`src/rtl/sar_adc_defs.vh`:
```
// register offsets, field positions, reset values and timing counts
// for the sar adc sequencer; assumes a 100 MHz ref_clk
`ifndef SAR_ADC_DEFS_VH
`define SAR_ADC_DEFS_VH

// ****************************************
// register byte offsets
// ****************************************
`define OFS_CONTROL_ZERO 4'h0
`define OFS_CONTROL_ONE 4'h4
`define OFS_CONTROL_TWO 4'h8
`define OFS_RESULT_HIGH 4'hc
`define OFS_RESULT_LOW 4'h0
`define OFS_STATUS 5'h10
`define OFS_RESULT_LOW_FULL 5'h10
`define ADDR_W 5

// ****************************************
// field positions
// ****************************************
`define BIT_ENABLE 0
`define BIT_START 1
`define CHAN_LSB 2
`define PCFG_LSB 0
`define VREF_POS_BIT 4
`define VREF_NEG_BIT 5
`define CLKSEL_LSB 0
`define ACQ_LSB 3
`define FORMAT_BIT 7
`define BIT_FLAG 0

// ****************************************
// reset values
// ****************************************
`define RST_CONTROL 8'h00

// ****************************************
// timing
// ****************************************
`define REF_PERIOD_NS 10
`define INSTR_CYCLE_NS 40
`define INSTR_CYCLE_CYC ((`INSTR_CYCLE_NS + `REF_PERIOD_NS - 1) / `REF_PERIOD_NS)
`define CONV_PERIODS 11
`define GUARD_PERIODS 2
`define RESULT_BITS 12

`endif

```
`src/rtl/sar_adc_sequencer.v`:
```
// sequencer for a 12-bit successive-approximation converter with an
// avalon-mm register slave; assumes a comparator macro clocked by ref_clk
// and a free internal rc oscillator arriving on rc_osc_in
//
// Summary of operation
// rc clock starts one instruction cycle late
// software picks supply rails or reference pins
// sleep conversion only on rc clock
// result built by successive approximation from hold
// each pin selectable analog or digital
// completion loads result, clears start, sets flag
// reset clears registers and aborts conversion
// result pair untouched by any reset
// software configures, starts, waits, then reads result
// two clock periods before next acquisition
// channel sampled for acquisition time first
// hold capacitor disconnected during conversion
// zero acquisition field converts at once
// nonzero field samples programmed periods first
// sampling resumes after every completed conversion
// start bit stays set through both phases
// eleven clock periods per twelve-bit conversion
// seven clock sources by select field
// software picks shortest legal conversion clock
// acquisition field maps to listed period counts
// format bit picks right or left justify
// clearing start aborts, result pair kept
// start ignored while converter disabled
// unused result bits read zero
//
// The Avalon-MM register port and the placing of the registers were chosen for this implementation.
`include "sar_adc_defs.vh"
`default_nettype none

module sar_adc_sequencer #(
   parameter N_CHAN = 12
) (
   input wire ref_clk,
   input wire rstn,
   input wire [`ADDR_W-1:0] address,
   input wire read,
   input wire write,
   input wire [31:0] writedata,
   output reg [31:0] readdata,
   output reg waitrequest,
   input wire comp_in,
   input wire rc_osc_in,
   input wire sleep_mode,
   output reg [`RESULT_BITS-1:0] dac_code,
   output reg sample_en,
   output reg [3:0] channel_sel,
   output reg vref_pos_ext,
   output reg vref_neg_ext,
   output reg [N_CHAN-1:0] pin_analog,
   output reg conv_complete_flag
);

   // ****************************************
   // states and decode
   // ****************************************
   localparam [2:0] ST_IDLE = 3'h0;
   localparam [2:0] ST_HOLDOFF = 3'h1;
   localparam [2:0] ST_ACQ = 3'h2;
   localparam [2:0] ST_CONV = 3'h3;
   localparam [2:0] ST_GUARD = 3'h4;
   localparam integer HOLDOFF_CYC = `INSTR_CYCLE_CYC;

   function [4:0] acq_periods;
      input [2:0] sel;
      begin
         case (sel)
            3'h5: acq_periods = 5'h0c;
            3'h6: acq_periods = 5'h10;
            3'h7: acq_periods = 5'h14;
            default: acq_periods = {1'b0, sel, 1'b0};
         endcase
      end
   endfunction

   // ****************************************
   // registers
   // ****************************************
   reg [7:0] control_zero_reg;
   reg [7:0] control_one_reg;
   reg [7:0] control_two_reg;
   reg [7:0] result_high_byte;
   reg [7:0] result_low_byte;
   reg [2:0] state_reg;
   reg [2:0] state_next;
   reg [6:0] div_cnt_reg;
   reg [4:0] tad_cnt_reg;
   reg [2:0] hold_cnt_reg;
   reg [`RESULT_BITS-1:0] sar_reg;
   reg [`RESULT_BITS-1:0] mask_reg;
   reg rc_meta_reg;
   reg rc_sync_reg;
   reg rc_prev_reg;

   wire enable = control_zero_reg[`BIT_ENABLE];
   wire busy = control_zero_reg[`BIT_START];
   wire [2:0] clk_sel = control_two_reg[`CLKSEL_LSB +: 3];
   wire [2:0] acq_sel = control_two_reg[`ACQ_LSB +: 3];
   wire use_rc = clk_sel[1] & clk_sel[0];
   wire [4:0] acq_len = acq_periods(acq_sel);

   // ****************************************
   // avalon slave handshake
   // ****************************************
   // one wait state: a write lands on the edge with waitrequest low, read data is latched on the edge before
   wire req = read | write;
   wire do_wr = write & ~waitrequest;
   wire [7:0] wbyte = writedata[7:0];
   wire wr_zero = do_wr && address == {1'b0, `OFS_CONTROL_ZERO};
   wire wr_one = do_wr && address == {1'b0, `OFS_CONTROL_ONE};
   wire wr_two = do_wr && address == {1'b0, `OFS_CONTROL_TWO};
   wire wr_high = do_wr && address == {1'b0, `OFS_RESULT_HIGH};
   wire wr_low = do_wr && address == `OFS_RESULT_LOW_FULL + 5'h04;
   wire wr_stat = do_wr && address == `OFS_STATUS;

   reg [7:0] rd_byte;
   always @* begin
      if (address == {1'b0, `OFS_CONTROL_ZERO}) begin
         rd_byte = control_zero_reg;
      end else if (address == {1'b0, `OFS_CONTROL_ONE}) begin
         rd_byte = control_one_reg;
      end else if (address == {1'b0, `OFS_CONTROL_TWO}) begin
         rd_byte = control_two_reg;
      end else if (address == {1'b0, `OFS_RESULT_HIGH}) begin
         rd_byte = result_high_byte;
      end else if (address == `OFS_STATUS) begin
         rd_byte = {7'h00, conv_complete_flag};
      end else if (address == `OFS_RESULT_LOW_FULL + 5'h04) begin
         rd_byte = result_low_byte;
      end else begin
         rd_byte = 8'h00;
      end
   end

   always @(posedge ref_clk or negedge rstn) begin
      if (!rstn) begin
         waitrequest <= 1'b1;
         readdata <= 32'h00000000;
      end else begin
         waitrequest <= ~(req & waitrequest);
         if (read & waitrequest) begin
            readdata <= {24'h000000, rd_byte};
         end
      end
   end

   // ****************************************
   // conversion clock
   // ****************************************
   // rc oscillator is foreign, so two flops before the edge detector
   always @(posedge ref_clk or negedge rstn) begin
      if (!rstn) begin
         {rc_prev_reg, rc_sync_reg, rc_meta_reg} <= 3'h0;
      end else begin
         {rc_prev_reg, rc_sync_reg, rc_meta_reg} <= {rc_sync_reg, rc_meta_reg, rc_osc_in};
      end
   end

   // period = 2 << (2*sel[1:0] + sel[2]) reference cycles
   wire [6:0] div_per = 7'h02 << {clk_sel[1:0], clk_sel[2]};
   wire clk_run = state_reg == ST_ACQ || state_reg == ST_CONV || state_reg == ST_GUARD;
   // the divided oscillator is stopped in sleep, only rc keeps going
   wire stall = sleep_mode & ~use_rc;
   wire div_tick = div_cnt_reg == div_per - 7'h01;
   wire div_half = div_cnt_reg == {1'b0, div_per[6:1]} - 7'h01;
   wire tick = clk_run & (use_rc ? (rc_sync_reg & ~rc_prev_reg) : (~stall & div_tick));
   wire half = clk_run & (use_rc ? (~rc_sync_reg & rc_prev_reg) : (~stall & div_half));

   always @(posedge ref_clk or negedge rstn) begin
      if (!rstn) begin
         div_cnt_reg <= 7'h00;
      end else if (!clk_run || use_rc || div_tick) begin
         div_cnt_reg <= 7'h00;
      end else if (!stall) begin
         div_cnt_reg <= div_cnt_reg + 7'h01;
      end
   end

   // ****************************************
   // sequencer
   // ****************************************
   wire conv_done = state_reg == ST_CONV && tick && tad_cnt_reg == `CONV_PERIODS - 1;
   // abort by clearing start or by turning the module off
   wire abort = (state_reg == ST_ACQ || state_reg == ST_CONV || state_reg == ST_HOLDOFF)
      && ((wr_zero && !wbyte[`BIT_START]) || !enable);
   // next trial: load the msb, or keep or drop the trial bit and try the next one down
   wire sar_load = state_next == ST_CONV && state_reg != ST_CONV;
   wire sar_step = state_reg == ST_CONV && (tick || half) && mask_reg != 0;
   wire [`RESULT_BITS-1:0] msb_only = {1'b1, {(`RESULT_BITS-1){1'b0}}};
   wire [`RESULT_BITS-1:0] mask_next = sar_load ? msb_only : sar_step ? mask_reg >> 1 : mask_reg;
   wire [`RESULT_BITS-1:0] sar_next = sar_load ? msb_only : !sar_step ? sar_reg
      : (sar_reg & ~mask_reg) | (comp_in ? mask_reg : {`RESULT_BITS{1'b0}}) | (mask_reg >> 1);

   always @* begin
      state_next = state_reg;
      case (state_reg)
         ST_IDLE: begin
            if (enable && busy) begin
               if (use_rc) begin
                  state_next = ST_HOLDOFF;
               end else if (acq_len == 5'h00) begin
                  state_next = ST_CONV;
               end else begin
                  state_next = ST_ACQ;
               end
            end
         end
         ST_HOLDOFF: begin
            if (hold_cnt_reg == HOLDOFF_CYC - 1) begin
               state_next = (acq_len == 5'h00) ? ST_CONV : ST_ACQ;
            end
         end
         ST_ACQ: begin
            if (tick && tad_cnt_reg == acq_len - 5'h01) begin
               state_next = ST_CONV;
            end
         end
         ST_CONV: state_next = conv_done ? ST_GUARD : ST_CONV;
         ST_GUARD: state_next = (tick && tad_cnt_reg == `GUARD_PERIODS - 1) ? ST_IDLE
            : ST_GUARD;
         default: state_next = ST_IDLE;
      endcase
      if (abort) begin
         state_next = ST_GUARD;
      end
   end

   always @(posedge ref_clk or negedge rstn) begin
      if (!rstn) begin
         state_reg <= ST_IDLE;
         tad_cnt_reg <= 5'h00;
         hold_cnt_reg <= 3'h0;
         {sar_reg, mask_reg} <= {(2*`RESULT_BITS){1'b0}};
      end else begin
         state_reg <= state_next;
         hold_cnt_reg <= (state_reg == ST_HOLDOFF) ? hold_cnt_reg + 3'h1 : 3'h0;
         if (state_next != state_reg) begin
            tad_cnt_reg <= 5'h00;
         end else if (tick) begin
            tad_cnt_reg <= tad_cnt_reg + 5'h01;
         end
         sar_reg <= sar_next;
         mask_reg <= mask_next;
      end
   end

   // ****************************************
   // control registers
   // ****************************************
   always @(posedge ref_clk or negedge rstn) begin
      if (!rstn) begin
         {control_zero_reg, control_one_reg, control_two_reg} <= {3{`RST_CONTROL}};
         conv_complete_flag <= 1'b0;
      end else begin
         if (wr_zero) begin
            control_zero_reg[7:2] <= wbyte[7:2];
            control_zero_reg[`BIT_ENABLE] <= wbyte[`BIT_ENABLE];
            // start only sticks when the module is already on
            control_zero_reg[`BIT_START] <= wbyte[`BIT_START] & enable;
         end else if (conv_done || !enable) begin
            control_zero_reg[`BIT_START] <= 1'b0;
         end
         if (wr_one) begin
            control_one_reg <= wbyte;
         end
         if (wr_two) begin
            control_two_reg <= wbyte;
         end
         // completion wins over a clear in the same cycle
         if (conv_done) begin
            conv_complete_flag <= 1'b1;
         end else if (wr_stat && wbyte[`BIT_FLAG]) begin
            conv_complete_flag <= 1'b0;
         end
      end
   end

   // ****************************************
   // result pair, never reset
   // ****************************************
   wire [`RESULT_BITS-1:0] final_code = sar_reg;
   always @(posedge ref_clk) begin
      if (conv_done) begin
         if (control_two_reg[`FORMAT_BIT]) begin
            result_high_byte <= {4'h0, final_code[11:8]};
            result_low_byte <= final_code[7:0];
         end else begin
            result_high_byte <= final_code[11:4];
            result_low_byte <= {final_code[3:0], 4'h0};
         end
      end else begin
         if (wr_high) begin
            result_high_byte <= wbyte;
         end
         if (wr_low) begin
            result_low_byte <= wbyte;
         end
      end
   end

   // ****************************************
   // analog-side outputs
   // ****************************************
   wire [3:0] pcfg = control_one_reg[`PCFG_LSB +: 4];
   wire sample_next = enable && (state_next == ST_IDLE || state_next == ST_ACQ
      || (state_next == ST_HOLDOFF && acq_len != 5'h00));

   genvar i;
   generate
      for (i = 0; i < N_CHAN; i = i + 1) begin : g_pin
         always @(posedge ref_clk or negedge rstn) begin
            if (!rstn) begin
               pin_analog[i] <= 1'b1;
            end else begin
               pin_analog[i] <= (pcfg < 4'h4) || (i < 15 - pcfg);
            end
         end
      end
   endgenerate

   always @(posedge ref_clk or negedge rstn) begin
      if (!rstn) begin
         {sample_en, vref_pos_ext, vref_neg_ext} <= 3'h0;
         dac_code <= {`RESULT_BITS{1'b0}};
         channel_sel <= 4'h0;
      end else begin
         sample_en <= sample_next;
         // trial shown with the edge that makes it, so one-cycle decisions see it
         dac_code <= state_next == ST_CONV ? sar_next : {`RESULT_BITS{1'b0}};
         channel_sel <= control_zero_reg[`CHAN_LSB +: 4];
         vref_pos_ext <= control_one_reg[`VREF_POS_BIT];
         vref_neg_ext <= control_one_reg[`VREF_NEG_BIT];
      end
   end

endmodule // sar_adc_sequencer

`default_nettype wire
```
`config.mk`:
```
export PLATFORM = sky130hd
export DESIGN_NAME = sar_adc_sequencer
export DESIGN_NICKNAME = d
export VERILOG_FILES = /design/src/rtl/sar_adc_sequencer.v
export VERILOG_INCLUDE_DIRS = /design/src /design/src/rtl
export SDC_FILE = /design/constraint.sdc
export NUM_CORES = 1
export LEC_CHECK = 0
export ABC_AREA = 1
export BUFFER_PORTS_ARGS = -buffer_cell sky130_fd_sc_hd__buf_2
export CORE_AREA = 8 8 146 148
export CTS_CLUSTER_DIAMETER = 60
export DETAILED_ROUTE_END_ITERATION = 16
export DIE_AREA = 0 0 154 156
export PLACE_DENSITY_LB_ADDON = 0.08
export SYNTH_ARGS = -nofsm -noshare
export SYNTH_HDL_FRONTEND = slang
export SYNTH_SLANG_ARGS = --single-unit
```
`constraint.sdc`:
```
create_clock -name ref_clk -period 3.8 [get_ports ref_clk]
set_input_delay 0.19 -clock ref_clk [delete_from_list [all_inputs] [get_ports ref_clk]]
set_output_delay 0.19 -clock ref_clk [all_outputs]
set_load 0.02 [all_outputs]
```
==> run summary, run 1 <==
The path with the worst hold slack has its endpoint at control_zero_reg[7]. Leaving out fill and tap cells, the most frequent cells in the layout are 200 x sky130_fd_sc_hd__nand2_1, 101 x sky130_fd_sc_hd__inv_1, 97 x sky130_fd_sc_hd__dfrtp_1, 71 x sky130_fd_sc_hd__o21ai_0, 59 x sky130_fd_sc_hd__buf_2. The hold violation total from the final report came out at 0.

The startpoint identified for the worst register-to-register timing path is control_two_reg[1]. The cell chosen for the clock root is sky130_fd_sc_hd__clkbuf_16. In this run the critical register-to-register path is captured at dac_code[1]. The average via count per standard cell is 4.66.

The worst IR drop on VDD came out at 321 uV. For this run, the register share of the synthesized area comes to 49.5%. Walking the worst path, the cells encountered are inv_4 -> nand2_2 -> ha_1 -> nand2_1 -> nand2_1 -> nor2_1 -> nand2_1 -> nor2_2 -> nand4_2 -> nand2_4 -> nand2_2 -> nand2_2 -> nand3_4 -> o21ai_2 -> nand3_1 -> inv_1. The number of violations reported at the end of detailed-routing iteration 0 is 273.

For this run, design rule violations remaining after detail routing come to 0. The layout net count is 903. The share of layout cells above drive strength 1 came out at 18.8%. The via count came out at 5127.

The number of gates resized after CTS was 0. The post-route clock period utilization came out at 81.0%. STA classifies the critical path startpoint as a flip-flop. The post-layout instance area is 0.00762 sq mm. The residual antenna-violating net count after detailed routing is 0. The flow ran to the end, and the final reports show no timing, DRC or antenna violations. The time the final worst path needs with I/O delays and setup is 3.08 ns. For this run, the top clock speed supported by timing is 0.325 GHz. The wire length on met1 is 7610 microns.

The clock tree from TritonCTS is done. Relative to the synthesized area, the layout overhead comes to 16.1%. The routed wire length on met3 came out at 537 microns.

Measured on the finished design, the core utilization comes to 39.9%. The antenna diode count is 0. Setup repair after global routing left no endpoint under its margin. Once placement finished, the instance area stood at 0.00695 sq mm. The number of top-level pins is 109.

Counting the buffers created by CTS gives 17. The number of cells on the worst hold path is 3. Leaving out fill and tap cells, the most frequent cell in the layout is sky130_fd_sc_hd__nand2_1. The total routing resource utilization after global routing came out at 14.0%. Among cell families on the critical path, the largest total delay comes from simple AND/OR/NAND/NOR gates. The number of sinks handled by clock tree synthesis came out at 126. Signal routing reaches up to met4.

The post-synthesis instance area is 0.00656 sq mm. The standby leakage power is 3.85 nW. In this run, synthesis produced a sequential element count of 126. The overflow left after global routing came out at 0. The vertical extent of the die came out at 156 microns. The largest net degree at the start of global routing is 45. The critical path start-end classification is flip-flop to flip-flop. The total of buffers placed on input and output ports came out at 60.

Counting both buffers and inverters, the worst setup path holds a total of 2. By area the synthesized netlist is led by sky130_fd_sc_hd__dfrtp_1 37%, sky130_fd_sc_hd__nand2_1 11%, sky130_fd_sc_hd__edfxtp_1 7.3%. The path length in cells of the critical path came out at 16. The full die area came out at 0.0240 sq mm. In this design, the stage delay of the slowest critical-path cell is 0.53 ns. The transition time at the pin with the least slew margin came out at 1.24 ns. The detailed-route wire length came out at 16100 microns.

The maximum level of the CTS H-tree came out at 4. The data required time at the worst endpoint is 4.15 ns. The register-to-register path setup slack is 0.72 ns. The region available for standard cell placement spans 0.0191 sq mm. For this design, the slowest cell found on the critical path is sky130_fd_sc_hd__dfrtp_1. The largest total area in the synthesized netlist belongs to sky130_fd_sc_hd__dfrtp_1. The placer's final routability congestion estimate is 0.793. The worst setup skew after layout came out at 0.0124 ns.

The initial standard-cell utilization of the core came out at 34.4%. The storage element area came out at 0.00325 sq mm. The clock input transition at the sequential cells of the worst setup and hold paths is 0.06 ns. For the worst setup path, the data arrival time is 3.43 ns. The sort of element at the end of the critical path is a flip-flop. The final count of negative-setup-slack endpoints came out at 0.

The number of max-cap violations came out at 0. The worst hold path belongs to the class primary input to flip-flop. The count of standard-cell rows is 51. Detailed routing placed a total of 7840 microns of wire on met2. The detail-routed net length per standard cell came out at 14.7 microns. The worst slew margin relative to its limit is 16.2%. The HPWL after detailed placement came out at 11700 microns. The number of search-and-repair iterations in the first detailed-routing pass came out at 5. The later-pin clock latency in the skew report is 0.42 ns. The initial antenna violation count is 0. The hold path startpoint is writedata[7].

Synthesis handed over a netlist of 788 instances. The buffer depth of the longest clock path came out at 2. The area of combinational cells with multiple inputs is 0.00264 sq mm.

The width of the die came out at 154 microns. The depth of the most critical reg-to-reg path came out at 16. The number of unique standard cell types used by synthesis is 43. For this design the ratio of total power to cell area is 560 mW/mm^2. The final sum of negative setup slack is 0 ns. The filler cell count in the final layout came out at 1938.

The post-synthesis average cell area is 8.33 sq um. The count of synthesis-stage warnings from yosys came out at 0. The synthesized design devotes to its leading area cell type 37.0% of total area. The maximum net fanout on the critical path came out at 44. The via count of the first global-routing pass came out at 5227. The number of slew-limit violations in the final report is 0. The first-pass GRT wire length is 26700 microns.
[layer usage]
metal  up-vias  track usage, %
met1      2430            17.2
li1       2593               -
met3        11            3.27
met4         0            5.04
met2        93            23.6
met5         -               0
[through the flow]
stage	power [mW]	setup WS, ns	hold slack [ns]	cells
floorplan	2.34	1.09	-0.106	811
global placement	2.56	0.727	0.223	1065
detailed placement	2.57	0.713	0.227	1065
CTS	4.32	0.692	0.0594	1101
global route	4.52	0.354	0.0810	1101
finish	4.26	0.722	0.0678	1101
[report_power, final]
group	internal (mW)	switching [mW]	leakage, nW
logic	0.276	0.656	1.96
registers	1.49	0.122	1.58
clock network	1.09	0.629	0.312
[repair_timing]
action                                  CTS  global route
endpoints found under the setup margin    0             0
endpoints found under the hold margin    41             0
hold buffers                              4             0
setup buffers                             0             0
[cells by family after synthesis]
logic type / after synthesis / synth area share, %
other: 1 / 0.0571
adders and majority gates: 9 / 1.72
and+or+nand+nor: 349 / 23.6
AOI/OAI and AO/OA: 118 / 10.5
muxes: 6 / 0.915
buffers and inverters: 163 / 11.6
DFF: 126 / 49.5
xor gates and xnor gates: 16 / 2.14
[tightest hold or removal path: stages]
cell and delay [ns]:
sky130_fd_sc_hd__buf_2 0.13, sky130_fd_sc_hd__nand2_1 0.06, sky130_fd_sc_hd__o21ai_0 0.06
[cells in the mapped netlist]
cell                       count
sky130_fd_sc_hd__inv_4         1
sky130_fd_sc_hd__edfxtp_1     16
sky130_fd_sc_hd__nand2_2      11
sky130_fd_sc_hd__buf_4        25
sky130_fd_sc_hd__o211ai_1      1
sky130_fd_sc_hd__o21bai_1      1
sky130_fd_sc_hd__mux2i_1       6
sky130_fd_sc_hd__xor2_1       14
sky130_fd_sc_hd__inv_1       101
sky130_fd_sc_hd__nand3_1      46
sky130_fd_sc_hd__a211oi_1      2
sky130_fd_sc_hd__nand4_1       7
sky130_fd_sc_hd__nand2_1     200
sky130_fd_sc_hd__nor3_1        6
sky130_fd_sc_hd__clkbuf_1     12
sky130_fd_sc_hd__dfstp_2      13
sky130_fd_sc_hd__nand4_2       2
sky130_fd_sc_hd__o21a_1        1
sky130_fd_sc_hd__a221oi_1      6
sky130_fd_sc_hd__inv_2        13
sky130_fd_sc_hd__or2_2         2
sky130_fd_sc_hd__nand2_4       3
sky130_fd_sc_hd__o21ai_0      71
sky130_fd_sc_hd__a22o_1        2
sky130_fd_sc_hd__dfrtp_1      97
sky130_fd_sc_hd__nand3b_1      2
sky130_fd_sc_hd__o31ai_1       2
sky130_fd_sc_hd__nor2_1       56
sky130_fd_sc_hd__nand3_4       1
sky130_fd_sc_hd__nand3_2       3
sky130_fd_sc_hd__xnor2_1       2
sky130_fd_sc_hd__o21ai_2      11
sky130_fd_sc_hd__a31oi_1       7
sky130_fd_sc_hd__nor2_2        3
sky130_fd_sc_hd__ha_1          9
sky130_fd_sc_hd__buf_6         6
sky130_fd_sc_hd__nor4_1        3
sky130_fd_sc_hd__conb_1        1
sky130_fd_sc_hd__nor2_4        3
sky130_fd_sc_hd__buf_2         5
sky130_fd_sc_hd__o21ai_1       2
sky130_fd_sc_hd__nor3_2        1
sky130_fd_sc_hd__a21oi_1      12
[how the worst max path moves through the flow]
stage	endpoint	startpoint	slack, ns
2_1_floorplan	result_high_byte[0]	control_two_reg[0]	1.09
4_1_cts	dac_code[2]	control_two_reg[1]	0.69
5_1_grt	dac_code[2]	control_two_reg[1]	0.35
3_5_place_dp	dac_code[2]	control_two_reg[1]	0.71
6_report	dac_code[1]	control_two_reg[1]	0.72
3_3_place_gp	dac_code[3]	control_two_reg[1]	0.73
[area by class of cell]
type / instances / area share, %
Clock buffer: 22 / 6.65
Clock inverter: 10 / 1.58
Inverter: 115 / 5.70
Multi-Input combinational cell: 522 / 34.6
Sequential cell: 126 / 42.6
Tap cell: 238 / 3.91
Timing Repair Buffer: 68 / 4.89
(Power assumes the default switching activity.)
==> run 2, diff against run 1 <==
==> constraint.sdc (replaced) <==
create_clock -name ref_clk -period 3.1 [get_ports ref_clk]
set_input_delay 0.155 -clock ref_clk [delete_from_list [all_inputs] [get_ports ref_clk]]
set_output_delay 0.155 -clock ref_clk [all_outputs]
set_load 0.02 [all_outputs]
==> run 2 against run 1 <==
Non-clock buffer count grew 5. Sequential cell count is the same. Cell count grew 0.45%. Clock power grew 21%. Largest cell class unchanged.
==> run summary, run 2 (synthesis results as in run 1) <==
The flow ran to the end, and the final reports show no timing, DRC or antenna violations. The detailed-route wire length is 16300 microns (+0.81%). The filler cell count in the final layout is 1926 (-0.62%). The hold violation total from the final report was 0 (unchanged).

The worst slew margin relative to its limit came to 48.4% (+32 points). The width of the die is 154 microns (unchanged). The critical path goes through nor2_4 -> nand2_2 -> ha_1 -> nand2_1 -> nand2_1 -> nor2_1 -> nand2_1 -> nor2_2 -> nand4_2 -> nand2_4 -> nand3_2 -> buf_4 -> nand2_1. The total routing resource utilization after global routing is 14.2% (+0.25 points).

Leaving out fill and tap cells, the most frequent cell in the layout is sky130_fd_sc_hd__nand2_1. The peak per-stage delay on the critical path is 0.49 ns (-0.04 ns). The post-route clock period utilization came to 90.6% (+9.6 points). The largest net degree at the start of global routing was 58 (+29%).

The number of top-level pins came out at 109 (unchanged). The number of slew-limit violations in the final report came out at 0 (unchanged). The routed wire length on met3 came out at 798 microns (+49%). Signal routing reaches up to met4. The final count of negative-setup-slack endpoints came out at 0 (unchanged).

The via count is 5145 (+0.35%). The later-pin clock latency in the skew report is 0.42 ns (about the same). The worst setup path is launched from a flip-flop. The DRC violations left is 0 (unchanged). The worst IR drop on VDD came out at 437 uV (+36%).

The layout net count is 908 (+0.55%). The via count of the first global-routing pass is 5284 (+1.1%). The number of search-and-repair iterations in the first detailed-routing pass came out at 5 (unchanged). The initial standard-cell utilization of the core is 34.4% (unchanged).

The placeable core region is 0.0191 sq mm (unchanged). The share of layout cells above drive strength 1 is 19.4% (+0.58 points). The transition time at the pin with the least slew margin is 0.773 ns (-0.470 ns).

The utilization after layout was 40.1% (+0.18 points). The data required time at the worst endpoint came to 3.18 ns (-0.97 ns). The number of max-cap violations is 0 (unchanged). The detail-routed net length per standard cell is 14.7 microns (+0.35%).

The residual antenna-violating net count after detailed routing is 0 (unchanged). The overflow left after global routing came out at 0 (unchanged). Setup repair after global routing left no endpoint under its margin. The buffer depth of the longest clock path came out at 2 (unchanged).

The full die area is 0.0240 sq mm (unchanged). The most used cell along the critical path is sky130_fd_sc_hd__nand2_1. The tightest min-delay check is of the primary input to flip-flop type. The standard cell with the maximum stage delay on the critical path is sky130_fd_sc_hd__dfrtp_1. The maximum level of the CTS H-tree is 4 (unchanged). The routed wire length on met2 is 7550 microns (-3.7%). The average via count per standard cell was 4.65 (-0.10%). The HPWL after detailed placement is 11800 microns (+0.46%).

In the layout the commonest cells are 200 x sky130_fd_sc_hd__nand2_1, 101 x sky130_fd_sc_hd__inv_1, 97 x sky130_fd_sc_hd__dfrtp_1, 71 x sky130_fd_sc_hd__o21ai_0, 59 x sky130_fd_sc_hd__buf_2. The count of standard-cell rows is 51 (unchanged). The critical path start-end classification is flip-flop to flip-flop. The time the final worst path needs with I/O delays and setup is 2.81 ns (-0.269 ns). The growth of design area from synthesis to finish is 16.6%. The power per unit of standard cell area is 683 mW/mm^2 (+22%).

The antenna diode count is 0 (unchanged). The number of sinks handled by clock tree synthesis came out at 126 (unchanged). The initial antenna violation count came out at 0 (unchanged). The standby leakage power is 3.87 nW (+0.28%). The maximum net fanout on the critical path was 28 (-36%). The clock tree from TritonCTS is done. STA classifies the critical path endpoint as a flip-flop. The wire length on met1 is 7610 microns (about the same).

The number of violations reported at the end of detailed-routing iteration 0 is 257 (-5.9%). The first-pass GRT wire length was 27200 microns (+1.8%). The cell chosen for the clock root is sky130_fd_sc_hd__clkbuf_16. The maximum operating frequency came to 0.356 GHz (+9.6%).

The final sum of negative setup slack was 0 ns (unchanged). The total of buffers placed on input and output ports came out at 60 (unchanged). The signal arrival time at the worst endpoint is 2.89 ns (-0.54 ns).

The clock input transition at the sequential cells of the worst setup and hold paths is 0.06 ns (about the same). The vertical extent of the die is 156 microns (unchanged). The number of buffers inserted during clock tree synthesis came out at 17 (unchanged). The worst setup skew after layout is 0.00925 ns (-0.00315 ns).

The placer's final routability congestion estimate came out at 0.810 (+2.1%). The number of post-CTS setup repair buffers was 0 (unchanged).
[run 2: cell type report]
| type | count | area, sq um | area share (%) |
|---|---|---|---|
| Inverter | 115 | 434 | 5.67 |
| Clock buffer | 17 | 425 | 5.56 |
| Sequential cell | 126 | 3250 | 42.4 |
| Multi-Input combinational cell | 522 | 2640 | 34.5 |
| Clock inverter | 15 | 185 | 2.42 |
| Timing Repair Buffer | 73 | 423 | 5.52 |
| Tap cell | 238 | 298 | 3.89 |
[run 2: worst paths after layout]
path                                     from                  end  slack (ns)  depth (start not counted)
hold reg to reg                   rc_meta_reg          rc_sync_reg        0.35                          0
setup / recovery           control_two_reg[0]   result_low_byte[1]        0.29                         13
max in group asynchronous                rstn        pin_analog[2]        1.95                          3
min in group asynchronous                rstn       channel_sel[2]        0.34                          2
setup reg to reg           control_two_reg[0]   result_low_byte[1]        0.29                         13
hold / removal                   writedata[7]  control_zero_reg[7]        0.03                          3
[run 2: timing repair]
item	CTS	global route
gates resized for setup	0	0
endpoints found under the hold margin	54	0
hold buffers	4	0
endpoints found under the setup margin	0	0
[run 2: power by group]
| group | leakage (nW) | total, mW | switching, mW | internal (mW) |
|---|---|---|---|---|
| Combinational | 1.99 | 1.17 | 0.824 | 0.348 |
| Sequential | 1.58 | 1.97 | 0.140 | 1.83 |
| Clock | 0.295 | 2.08 | 0.809 | 1.28 |
| Total | 3.87 | 5.23 | 1.77 | 3.45 |
[run 2: metal layers]
metal | vias to the layer above | GRT usage (%)
met4 | 0 | 5.97
met5 | - | 0
li1 | 2594 | -
met2 | 126 | 23.1
met1 | 2408 | 17.7
met3 | 17 | 3.68
[run 2: worst max-delay path, delay by kind of cell, from the launching register on]
| family | cells | cell delay, ns |
|---|---|---|
| AND/OR/NAND/NOR | 11 | 1.37 |
| buffers and inverters | 1 | 0.24 |
| flip-flops | 1 | 0.49 |
| adder cells (fa/ha/maj) | 1 | 0.35 |
[run 2: stage by stage]
step	total power [mW]	setup slack, ns	hold WS (ns)	std cells	instance area, sq um
after floorplan	2.87	0.385	-0.141	811	6650
after global placement	3.15	0.288	0.265	1070	7000
after detailed placement	3.17	0.294	0.265	1070	7000
after CTS	5.29	0.274	0.00871	1106	7650
after global routing	5.53	0.0702	0.0350	1106	7650
final	5.23	0.292	0.0259	1106	7650
